**config.mk**
```make
export PLATFORM = sky130hd
export DESIGN_NAME = pmrh_top
export DESIGN_NICKNAME = d
export VERILOG_FILES = /design/src/pmrh_pkg.sv /design/src/pmrh_cam.sv /design/src/pmrh_top.sv
export SDC_FILE = /design/constraint.sdc
export NUM_CORES = 1
export LEC_CHECK = 0
export ABC_AREA = 1
export BUFFER_PORTS_ARGS = -buffer_cell sky130_fd_sc_hd__buf_2
export CAP_MARGIN = 10
export CORE_MARGIN = 1.5
export CORE_UTILIZATION = 35
export CTS_BUF_LIST = sky130_fd_sc_hd__clkbuf_2 sky130_fd_sc_hd__clkbuf_4 sky130_fd_sc_hd__clkbuf_8
export DETAILED_ROUTE_END_ITERATION = 6
export MAX_ROUTING_LAYER = met4
export PLACE_DENSITY = 0.64
export SLEW_MARGIN = 20
export SYNTH_ARGS = -nofsm -noshare
export SYNTH_HDL_FRONTEND = slang
export SYNTH_SLANG_ARGS = --single-unit
```
**constraint.sdc**
```tcl
create_clock -name I_REF_CLK -period 2.8 [get_ports I_REF_CLK]
set_clock_uncertainty 0.15 [all_clocks]
set_input_delay 0.28 -clock I_REF_CLK [delete_from_list [all_inputs] [get_ports I_REF_CLK]]
set_output_delay 0.28 -clock I_REF_CLK [all_outputs]
set_load 0.01 [all_outputs]
```
**src/pmrh_pkg.sv**
```systemverilog
// package: constants and state types for the position monitor and reference handshake
package pmrh_pkg;
  localparam int unsigned PMRH_POS_W = 32;
  localparam int unsigned PMRH_TIME_W = 16;
  localparam int unsigned PMRH_CAM_N = 2;
  // clock and time base
  localparam int unsigned PMRH_CLK_PERIOD_NS = 10;
  localparam int unsigned PMRH_TIME_UNIT_NS = 1000000;
  localparam int unsigned PMRH_TICK_CYCLES = PMRH_TIME_UNIT_NS / PMRH_CLK_PERIOD_NS;
  // values after reset
  localparam logic PMRH_RST_FLAG = 1'h0;
  localparam logic PMRH_RST_NO_FE = 1'h1;
  localparam logic [PMRH_TIME_W-1:0] PMRH_RST_TIMER = 16'h0000;
  localparam logic [PMRH_POS_W-1:0] PMRH_RST_VALUE = 32'h00000000;
  typedef enum logic [2:0] {
    PMRH_IDLE,
    PMRH_RUN_SEARCH,
    PMRH_RUN_PROBE,
    PMRH_CONFLICT,
    PMRH_WAIT_RELEASE
  } pmrh_ref_state_e;
endpackage : pmrh_pkg

```
**src/pmrh_cam.sv**
```systemverilog
// one cam comparator: flag set while actual position is at or below the cam position
`timescale 1ns/1ps
`default_nettype none
module pmrh_cam #(
  parameter int unsigned W = 32
) (
  // clock and reset
  input wire logic i_clk,
  input wire logic i_rstn,
  // positions
  input wire logic signed [W-1:0] i_position_actual,
  input wire logic signed [W-1:0] i_cam_position,
  // flag
  output logic o_cam_flag
);
  import pmrh_pkg::*;
  wire logic at_or_below;
  assign at_or_below = (i_position_actual <= i_cam_position);
  always_ff @(posedge i_clk) begin
    if (!i_rstn) begin
      o_cam_flag <= PMRH_RST_FLAG;
    end else begin
      o_cam_flag <= at_or_below;
    end
  end
endmodule : pmrh_cam
`default_nettype wire

```
**src/pmrh_top.sv**
```systemverilog
// top: position supervision, cam comparators and reference/probe handshake
// Summary of operation
// - Standstill fault if error outside window after standstill time while setpoint static.
// - Positioning supervision armed only when static, no traverse, window nonzero.
// - After positioning time, window checked exactly once; outside raises positioning fault.
// - Zero standstill or positioning window disables that supervision.
// - Following error magnitude above nonzero tolerance raises fault and clears no-error flag.
// - Two cam flags, set while position at or below cam, else cleared.
// - Search or probe starts only on rising request edge, sent via control word.
// - Probe capture uses probe select and edge select inputs.
// - Function active follows encoder status; valid set when value captured.
// - Active, valid and value held after completion until request drops.
// - Request withdrawn early aborts via control word; active follows status.
// - Both requests set aborts, starts nothing, alarm held until both released.
// - Encoder fault during an active function raises the abort alarm.
// - Encoder control outputs and request history are zero after reset.
`timescale 1ns/1ps
`default_nettype none
module pmrh_top #(
  parameter int unsigned P_POS_W = pmrh_pkg::PMRH_POS_W,
  parameter int unsigned P_TIME_W = pmrh_pkg::PMRH_TIME_W,
  parameter int unsigned P_TICK_CYCLES = pmrh_pkg::PMRH_TICK_CYCLES
) (
  // clock and reset
  input wire logic I_REF_CLK,
  input wire logic I_RSTN,
  // supervision configuration
  input wire logic [P_POS_W-1:0] I_STANDSTILL_WINDOW,
  input wire logic [P_TIME_W-1:0] I_STANDSTILL_TIME,
  input wire logic [P_POS_W-1:0] I_POSITIONING_WINDOW,
  input wire logic [P_TIME_W-1:0] I_POSITIONING_TIME,
  input wire logic [P_POS_W-1:0] I_FOLLOWING_ERROR_TOLERANCE,
  input wire logic signed [P_POS_W-1:0] I_CAM_POSITION_ONE,
  input wire logic signed [P_POS_W-1:0] I_CAM_POSITION_TWO,
  // controller state
  input wire logic I_SETPOINT_STATIC,
  input wire logic I_TRAVERSE_CMD_ACTIVE,
  input wire logic signed [P_POS_W-1:0] I_POSITION_ERROR,
  input wire logic signed [P_POS_W-1:0] I_FOLLOWING_ERROR_VALUE,
  input wire logic signed [P_POS_W-1:0] I_POSITION_ACTUAL,
  input wire logic I_FAULT_ACK,
  // supervision outputs
  output logic O_STANDSTILL_FAULT,
  output logic O_POSITIONING_FAULT,
  output logic O_FOLLOWING_ERROR_FAULT,
  output logic O_NO_FOLLOWING_ERROR_FLAG,
  output logic O_CAM_FLAG_ONE,
  output logic O_CAM_FLAG_TWO,
  // reference requests
  input wire logic I_REF_MARK_SEARCH_REQ,
  input wire logic I_PROBE_EVAL_REQ,
  input wire logic I_PROBE_SELECT,
  input wire logic I_PROBE_EDGE_SELECT,
  // encoder status word
  input wire logic I_ENC_STAT_FUNC_ACTIVE,
  input wire logic I_ENC_STAT_VALUE_VALID,
  input wire logic I_ENC_STAT_FAULT,
  input wire logic signed [P_POS_W-1:0] I_ENC_MEASURED,
  // encoder control word
  output logic O_ENC_CTRL_REF_SEARCH,
  output logic O_ENC_CTRL_PROBE_EVAL,
  output logic O_ENC_CTRL_PROBE_SEL,
  output logic O_ENC_CTRL_PROBE_EDGE,
  // reference status
  output logic O_REF_FUNCTION_ACTIVE,
  output logic O_MEASURED_VALUE_VALID,
  output logic signed [P_POS_W-1:0] O_MEASURED_VALUE,
  output logic O_REF_FUNCTION_ABORT_ALARM
);
  import pmrh_pkg::*;

  function automatic logic [P_POS_W-1:0] abs_of(input logic signed [P_POS_W-1:0] v);
    abs_of = v[P_POS_W-1] ? P_POS_W'(-v) : P_POS_W'(v);
  endfunction : abs_of

  // time base tick, one per time unit
  logic [31:0] tick_cnt;
  wire logic tick;
  assign tick = (tick_cnt == 32'(P_TICK_CYCLES - 1));
  always_ff @(posedge I_REF_CLK) begin
    if (!I_RSTN || tick) begin
      tick_cnt <= 32'h00000000;
    end else begin
      tick_cnt <= tick_cnt + 32'h00000001;
    end
  end

  // standstill supervision
  logic [P_TIME_W-1:0] ss_cnt;
  wire logic ss_armed;
  wire logic ss_elapsed;
  wire logic ss_outside;
  wire logic ss_set;
  assign ss_armed = I_SETPOINT_STATIC && (I_STANDSTILL_WINDOW != '0);
  assign ss_elapsed = (ss_cnt >= I_STANDSTILL_TIME);
  assign ss_outside = (abs_of(I_POSITION_ERROR) > I_STANDSTILL_WINDOW);
  assign ss_set = ss_armed && ss_elapsed && ss_outside;
  always_ff @(posedge I_REF_CLK) begin
    if (!I_RSTN || !ss_armed) begin
      ss_cnt <= P_TIME_W'(PMRH_RST_TIMER);
    end else if (tick && !ss_elapsed) begin
      ss_cnt <= ss_cnt + P_TIME_W'(1'h1);
    end
  end

  // positioning supervision, checked a single time
  logic [P_TIME_W-1:0] pos_cnt;
  logic pos_done;
  wire logic pos_armed;
  wire logic pos_check;
  wire logic pos_set;
  assign pos_armed = I_SETPOINT_STATIC && !I_TRAVERSE_CMD_ACTIVE
                     && (I_POSITIONING_WINDOW != '0);
  assign pos_check = pos_armed && !pos_done && (pos_cnt >= I_POSITIONING_TIME);
  assign pos_set = pos_check && (abs_of(I_POSITION_ERROR) > I_POSITIONING_WINDOW);
  always_ff @(posedge I_REF_CLK) begin
    if (!I_RSTN || !pos_armed) begin
      pos_cnt <= P_TIME_W'(PMRH_RST_TIMER);
      pos_done <= PMRH_RST_FLAG;
    end else begin
      if (tick && (pos_cnt < I_POSITIONING_TIME)) begin
        pos_cnt <= pos_cnt + P_TIME_W'(1'h1);
      end
      if (pos_check) begin
        pos_done <= 1'h1;
      end
    end
  end

  // following error supervision
  wire logic fe_over;
  assign fe_over = (I_FOLLOWING_ERROR_TOLERANCE != '0)
                   && (abs_of(I_FOLLOWING_ERROR_VALUE) > I_FOLLOWING_ERROR_TOLERANCE);

  // fault latches, a new event wins over the acknowledge
  always_ff @(posedge I_REF_CLK) begin
    if (!I_RSTN) begin
      O_STANDSTILL_FAULT <= PMRH_RST_FLAG;
      O_POSITIONING_FAULT <= PMRH_RST_FLAG;
      O_FOLLOWING_ERROR_FAULT <= PMRH_RST_FLAG;
      O_NO_FOLLOWING_ERROR_FLAG <= PMRH_RST_NO_FE;
    end else begin
      O_STANDSTILL_FAULT <= ss_set || (O_STANDSTILL_FAULT && !I_FAULT_ACK);
      O_POSITIONING_FAULT <= pos_set || (O_POSITIONING_FAULT && !I_FAULT_ACK);
      O_FOLLOWING_ERROR_FAULT <= fe_over || (O_FOLLOWING_ERROR_FAULT && !I_FAULT_ACK);
      O_NO_FOLLOWING_ERROR_FLAG <= !fe_over;
    end
  end

  // cam comparators
  wire logic signed [P_POS_W-1:0] cam_pos [PMRH_CAM_N];
  wire logic [PMRH_CAM_N-1:0] cam_flag;
  assign cam_pos[0] = I_CAM_POSITION_ONE;
  assign cam_pos[1] = I_CAM_POSITION_TWO;
  for (genvar g = 0; g < PMRH_CAM_N; g++) begin : gen_cam
    pmrh_cam #(.W(P_POS_W)) u_cam (
      .i_clk(I_REF_CLK),
      .i_rstn(I_RSTN),
      .i_position_actual(I_POSITION_ACTUAL),
      .i_cam_position(cam_pos[g]),
      .o_cam_flag(cam_flag[g])
    );
  end
  assign O_CAM_FLAG_ONE = cam_flag[0];
  assign O_CAM_FLAG_TWO = cam_flag[1];

  // reference search / probe handshake
  pmrh_ref_state_e state;
  pmrh_ref_state_e next_state;
  logic ref_req_prev;
  logic probe_req_prev;
  logic captured;
  wire logic both_req;
  wire logic rise_ref;
  wire logic rise_probe;
  wire logic running;
  wire logic run_req;
  wire logic enc_fault_run;
  assign both_req = I_REF_MARK_SEARCH_REQ && I_PROBE_EVAL_REQ;
  assign rise_ref = I_REF_MARK_SEARCH_REQ && !ref_req_prev;
  assign rise_probe = I_PROBE_EVAL_REQ && !probe_req_prev;
  assign running = (state == PMRH_RUN_SEARCH) || (state == PMRH_RUN_PROBE);
  assign run_req = (state == PMRH_RUN_SEARCH) ? I_REF_MARK_SEARCH_REQ : I_PROBE_EVAL_REQ;
  assign enc_fault_run = running && I_ENC_STAT_FAULT;

  always_comb begin
    next_state = state;
    case (state)
      PMRH_IDLE: begin
        if (both_req) begin
          next_state = PMRH_CONFLICT;
        end else if (rise_ref) begin
          next_state = PMRH_RUN_SEARCH;
        end else if (rise_probe) begin
          next_state = PMRH_RUN_PROBE;
        end
      end
      PMRH_RUN_SEARCH, PMRH_RUN_PROBE: begin
        if (both_req) begin
          next_state = PMRH_CONFLICT;
        end else if (!run_req) begin
          next_state = PMRH_IDLE;
        end else if (I_ENC_STAT_FAULT) begin
          next_state = PMRH_WAIT_RELEASE;
        end
      end
      PMRH_CONFLICT, PMRH_WAIT_RELEASE: begin
        if (!I_REF_MARK_SEARCH_REQ && !I_PROBE_EVAL_REQ) begin
          next_state = PMRH_IDLE;
        end
      end
      default: begin
        next_state = PMRH_IDLE;
      end
    endcase
  end

  wire logic next_ctrl_ref;
  wire logic next_ctrl_probe;
  wire logic next_alarm;
  wire logic capture_now;
  wire logic stay_run;
  assign next_ctrl_ref = (next_state == PMRH_RUN_SEARCH);
  assign next_ctrl_probe = (next_state == PMRH_RUN_PROBE);
  assign next_alarm = both_req || enc_fault_run
                      || (O_REF_FUNCTION_ABORT_ALARM
                          && (I_REF_MARK_SEARCH_REQ || I_PROBE_EVAL_REQ));
  // run continues next cycle: no drop, conflict or encoder fault
  assign stay_run = running && (next_state == state);
  assign capture_now = stay_run && !captured && I_ENC_STAT_VALUE_VALID;

  always_ff @(posedge I_REF_CLK) begin
    if (!I_RSTN) begin
      state <= PMRH_IDLE;
      ref_req_prev <= PMRH_RST_FLAG;
      probe_req_prev <= PMRH_RST_FLAG;
      O_ENC_CTRL_REF_SEARCH <= PMRH_RST_FLAG;
      O_ENC_CTRL_PROBE_EVAL <= PMRH_RST_FLAG;
      O_ENC_CTRL_PROBE_SEL <= PMRH_RST_FLAG;
      O_ENC_CTRL_PROBE_EDGE <= PMRH_RST_FLAG;
      O_REF_FUNCTION_ABORT_ALARM <= PMRH_RST_FLAG;
    end else begin
      state <= next_state;
      ref_req_prev <= I_REF_MARK_SEARCH_REQ;
      probe_req_prev <= I_PROBE_EVAL_REQ;
      O_ENC_CTRL_REF_SEARCH <= next_ctrl_ref;
      O_ENC_CTRL_PROBE_EVAL <= next_ctrl_probe;
      if (state == PMRH_IDLE && next_state == PMRH_RUN_PROBE) begin
        O_ENC_CTRL_PROBE_SEL <= I_PROBE_SELECT;
        O_ENC_CTRL_PROBE_EDGE <= I_PROBE_EDGE_SELECT;
      end
      O_REF_FUNCTION_ABORT_ALARM <= next_alarm;
    end
  end

  // captured value and status, held until the request drops
  always_ff @(posedge I_REF_CLK) begin
    if (!I_RSTN) begin
      captured <= PMRH_RST_FLAG;
      O_MEASURED_VALUE <= P_POS_W'(PMRH_RST_VALUE);
      O_MEASURED_VALUE_VALID <= PMRH_RST_FLAG;
      O_REF_FUNCTION_ACTIVE <= PMRH_RST_FLAG;
    end else begin
      if (!stay_run) begin
        captured <= 1'h0;
      end else if (capture_now) begin
        captured <= 1'h1;
        O_MEASURED_VALUE <= I_ENC_MEASURED;
      end
      O_MEASURED_VALUE_VALID <= capture_now || (captured && stay_run);
      O_REF_FUNCTION_ACTIVE <= I_ENC_STAT_FUNC_ACTIVE
                               || (captured && stay_run);
    end
  end
endmodule : pmrh_top
`default_nettype wire

```
==> results.md <==
- Startpoint types: input port
- Combinational Power Share: 0.367
- CTS tree: built
- Final wirelength: 40.6 mm
- Share of the synthesized area in the top cell type: 0.197
- DIE AREA: 37000 um^2
- CP required: 3000 ps
- Sequential element share of the synthesized area: 0.185
- Initial DRC count: 719
- Clock group share of total power: 0.283
- Reg clk slew, reported paths: 80 ps
- Levels on crit path: 23
- Sequential power share: 0.350
- CTS root buffer: clkbuf_8
- Largest net degree at the start of global routing: 46
- 1st-pass router iterations: 5
- CP endpoint: O_STANDSTILL_FAULT
- Top_reg_cell synth: dfxtp_1
- HP Start: I_ENC_STAT_VALUE_VALID
- Count leader, synth: nand2_1
- Cell area after synthesis: 12500 um^2
- Final setup fails: 0
- Synth Area per Inst: 6.30 um^2
- Synth Register Bits: 116
- PwrDens: 314 nW/um^2
- GRT Overall Usage: 0.226
- Syn Inst Count: 1989
- RR Startpoint: state[0]
- Setup slack, reg-to-reg: 400 ps
- DR vias/cell: 4.83
- Initial Util: 0.354
- DRC viols: 0
- CP Class: input port to register
- Rows: 69
- Core box area: 35400 um^2
- Relative slew slack: 0.616
- DR vias: 14369
- Total grt overflow: 0
- Final hold vios: 0
- Sw Pwr: 1.95 mW
- Hold path cells: 3
- Synth top area cells: ha_1, dfxtp_1, nand2_1
- Slowest stage delay, CP: 280 ps
- Finished Core Util: 0.464
- Area of the multi-input gates: 8680 um^2
- Min Tclk post-route: 2570 ps
- Post-Syn Nets: 2518
- Critical-path cell list: buf_2, inv_1, ha_1, nand3_2, nor2_2, nand2_1, nor2_2, nand4_1, o21ai_2, nand2_1, xor2_1, ha_1, nand2_1, nor2_2, nand2_1, inv_1, nand4_1, nor2_1, nor2_1, nand2_1, inv_1, nand2_1, nand2_1
- Nets: 3025
- Setup TNS: 0 ps
- Remaining antenna violation count: 0
- Synth warn: 0
- Vias in the first global route: 13909
- Min-delay worst type: input port to register
- P_int: 3.22 mW
- Highest Clock Rate: 0.388 GHz
- Crit path from: I_POSITION_ERROR[1]
- Average wire per standard cell: 13.7 um
- FILL cells: 3704
- CP max stage cell: ha_1
- Layout cell share with drive strength beyond 1: 0.216
- Area delta synth->final: 31.0%
- Initial antenna violation count: 1
- EDFF count, synth: 0
- FF-to-FF End: O_MEASURED_VALUE[13]
- Clk Latency, worst-skew pair: 450 ps
- CP bufs+invs: 4
- Static Leak: 8.77 nW
- Worst-margin pin slew: 571 ps
- CTS buffer count: 17
- Switching power share of the total: 0.377
- RSZ-0062 raised after global routing: false
- Crit Path Max Fanout: 3
- Max Cap Viol: 0
- VDD IR max: 0.278 mV
- FF+latch area: 2320 um^2
- Clock Sinks: 116
- CP dominant cell by count: nand2_1
- Final period utilization: 0.919
- Crit path capture type: register
- Die W: 192 um
- Status: finished, final reports clean
- Worst R2R Path Depth: 13
- Dominant cell type by area after synthesis: ha_1
- Port bufs: 376
- Unique cell type count in the Yosys netlist: 39
- I/O pin count: 377
- Max Slew Vio Count: 0
- Critical path arrival: 2770 ps
- Longest Clk Path Bufs: 2
- Asr flop ratio synth: 0
- HPWL after DPL: 34.5 mm
- RePlAce Congestion: 0.996
- Synth cell count leaders: nand2_1, inv_1, nor2_1
- CTS H-tree lvls: 4
- First-pass GRT wire length: 64.9 mm
- Crit-path leading delay family: simple AND/OR/NAND/NOR gates
- Die Ht: 192 um
cells in the final DEF, fill, tap and decap left out, types with 2 or more instances in the layout:
| cell type | synthesis | layout |
|---|---|---|
| nand3_2 | 1 | 2 |
| nor4_1 | 20 | 20 |
| o21ai_2 | 0 | 2 |
| xnor2_1 | 30 | 30 |
| dlygate4sd3_1 | 0 | 39 |
| a31oi_1 | 3 | 3 |
| nand2_1 | 401 | 401 |
| clkinv_1 | 2 | 2 |
| buf_4 | 3 | 106 |
| inv_6 | 0 | 6 |
| nand3_1 | 89 | 88 |
| o21bai_1 | 2 | 2 |
| a21oi_2 | 2 | 2 |
| dfxtp_1 | 116 | 116 |
| o211ai_1 | 6 | 6 |
| and3_1 | 2 | 2 |
| a21oi_1 | 161 | 161 |
| nor2_1 | 241 | 236 |
| clkinvlp_4 | 0 | 5 |
| inv_1 | 367 | 367 |
| o31ai_1 | 3 | 3 |
| or2_2 | 3 | 3 |
| diode_2 | 0 | 2 |
| buf_2 | 5 | 376 |
| nand3b_1 | 3 | 3 |
| nor3b_1 | 5 | 5 |
| nor4b_1 | 3 | 3 |
| nand4_1 | 91 | 91 |
| ha_1 | 197 | 197 |
| nor2_2 | 6 | 11 |
| o21ai_0 | 57 | 56 |
| clkbuf_8 | 0 | 17 |
| o21a_1 | 11 | 11 |
| inv_8 | 0 | 2 |
| inv_2 | 3 | 3 |
| nor3_1 | 61 | 60 |
| xor2_1 | 61 | 61 |
metal layers:
metal	vias to the layer above	global-route usage	wire, um
met1	6410	0.271	17900
li1	7481	-	-
met2	405	0.374	19000
met5	-	-	0
met3	73	0.0398	2360
met4	0	0.0903	1340
cells by family after synthesis:
group,Yosys count,synth area share
AND/OR/NAND/NOR,931,0.325
buffers and inverters,406,0.125
AO/OA/AOI/OAI,248,0.104
XOR/XNOR,91,0.0636
adder cells (fa/ha/maj),197,0.197
flip-flops,116,0.185
cell type report:
type | instances | share of cell area
Antenna cell | 2 | 0.000305
Clock buffer | 18 | 0.0147
Clock inverter | 14 | 0.00739
Inverter | 372 | 0.0850
Multi-Input combinational cell | 1467 | 0.528
Sequential cell | 116 | 0.141
Tap cell | 461 | 0.0351
Timing Repair Buffer | 522 | 0.188
worst register-to-register path, cell delays in order (launching register included):
cell and delay (ps):
dfxtp_1 480, clkinv_1 160, nand2_1 120, nor2_2 60, a21oi_2 150, nand2_1 110, nand2_1 70, nand2_1 90
inv_2 90, nand3_4 310, buf_4 340, nand2_1 70, nand2_1 40, nor2_1 100
worst min-delay path by stage:
stage / endpoint / slack, ps
global route: O_MEASURED_VALUE_VALID / 120
floorplan: probe_req_prev / 220
CTS: O_MEASURED_VALUE_VALID / 80
finish: O_MEASURED_VALUE_VALID / 120
detailed placement: tick_cnt[0] / 290
global placement: tick_cnt[0] / 280
metrics by stage:
stage | hold slack, ps | area (um^2) | setup WS (ps) | cells | power [mW]
2_1_floorplan | 223 | 12500 | 38.2 | 1989 | 2.94
3_3_place_gp | 281 | 15600 | -159 | 2897 | 3.63
3_5_place_dp | 287 | 15600 | -310 | 2897 | 3.68
4_1_cts | 75.9 | 16400 | 189 | 2968 | 5.23
5_1_grt | 117 | 16400 | 2.60 | 2971 | 5.58
6_report | 117 | 16400 | 226 | 2972 | 5.16
power groups by stage:
| stage | sequential, mW | clock, mW | combinational, mW |
|---|---|---|---|
| 6_report | 1.81 | 1.46 | 1.90 |
| 5_1_grt | 1.82 | 1.60 | 2.16 |
| 4_1_cts | 1.80 | 1.53 | 1.89 |
| 3_5_place_dp | 1.84 | 0 | 1.83 |
| 3_3_place_gp | 1.84 | 0 | 1.80 |
| 2_1_floorplan | 1.88 | 0 | 1.06 |
sequential cells by signal, indices dropped and copies added (netlist names), 2 cells and up:
register	count
pos_cnt	16
tick_cnt	32
gen_cam.u_cam.o_cam_flag	2
state	3
ss_cnt	16
O_MEASURED_VALUE	32
repair_timing:
item / CTS / global route
hold buffers: 39 / 0
setup buffers: 0 / 2
endpoints found under the setup margin: 0 / 3
resized for setup: 0 / 8
hold endpoints to repair: 41 / 0
Note: power is estimated with default switching activity, not from simulation.
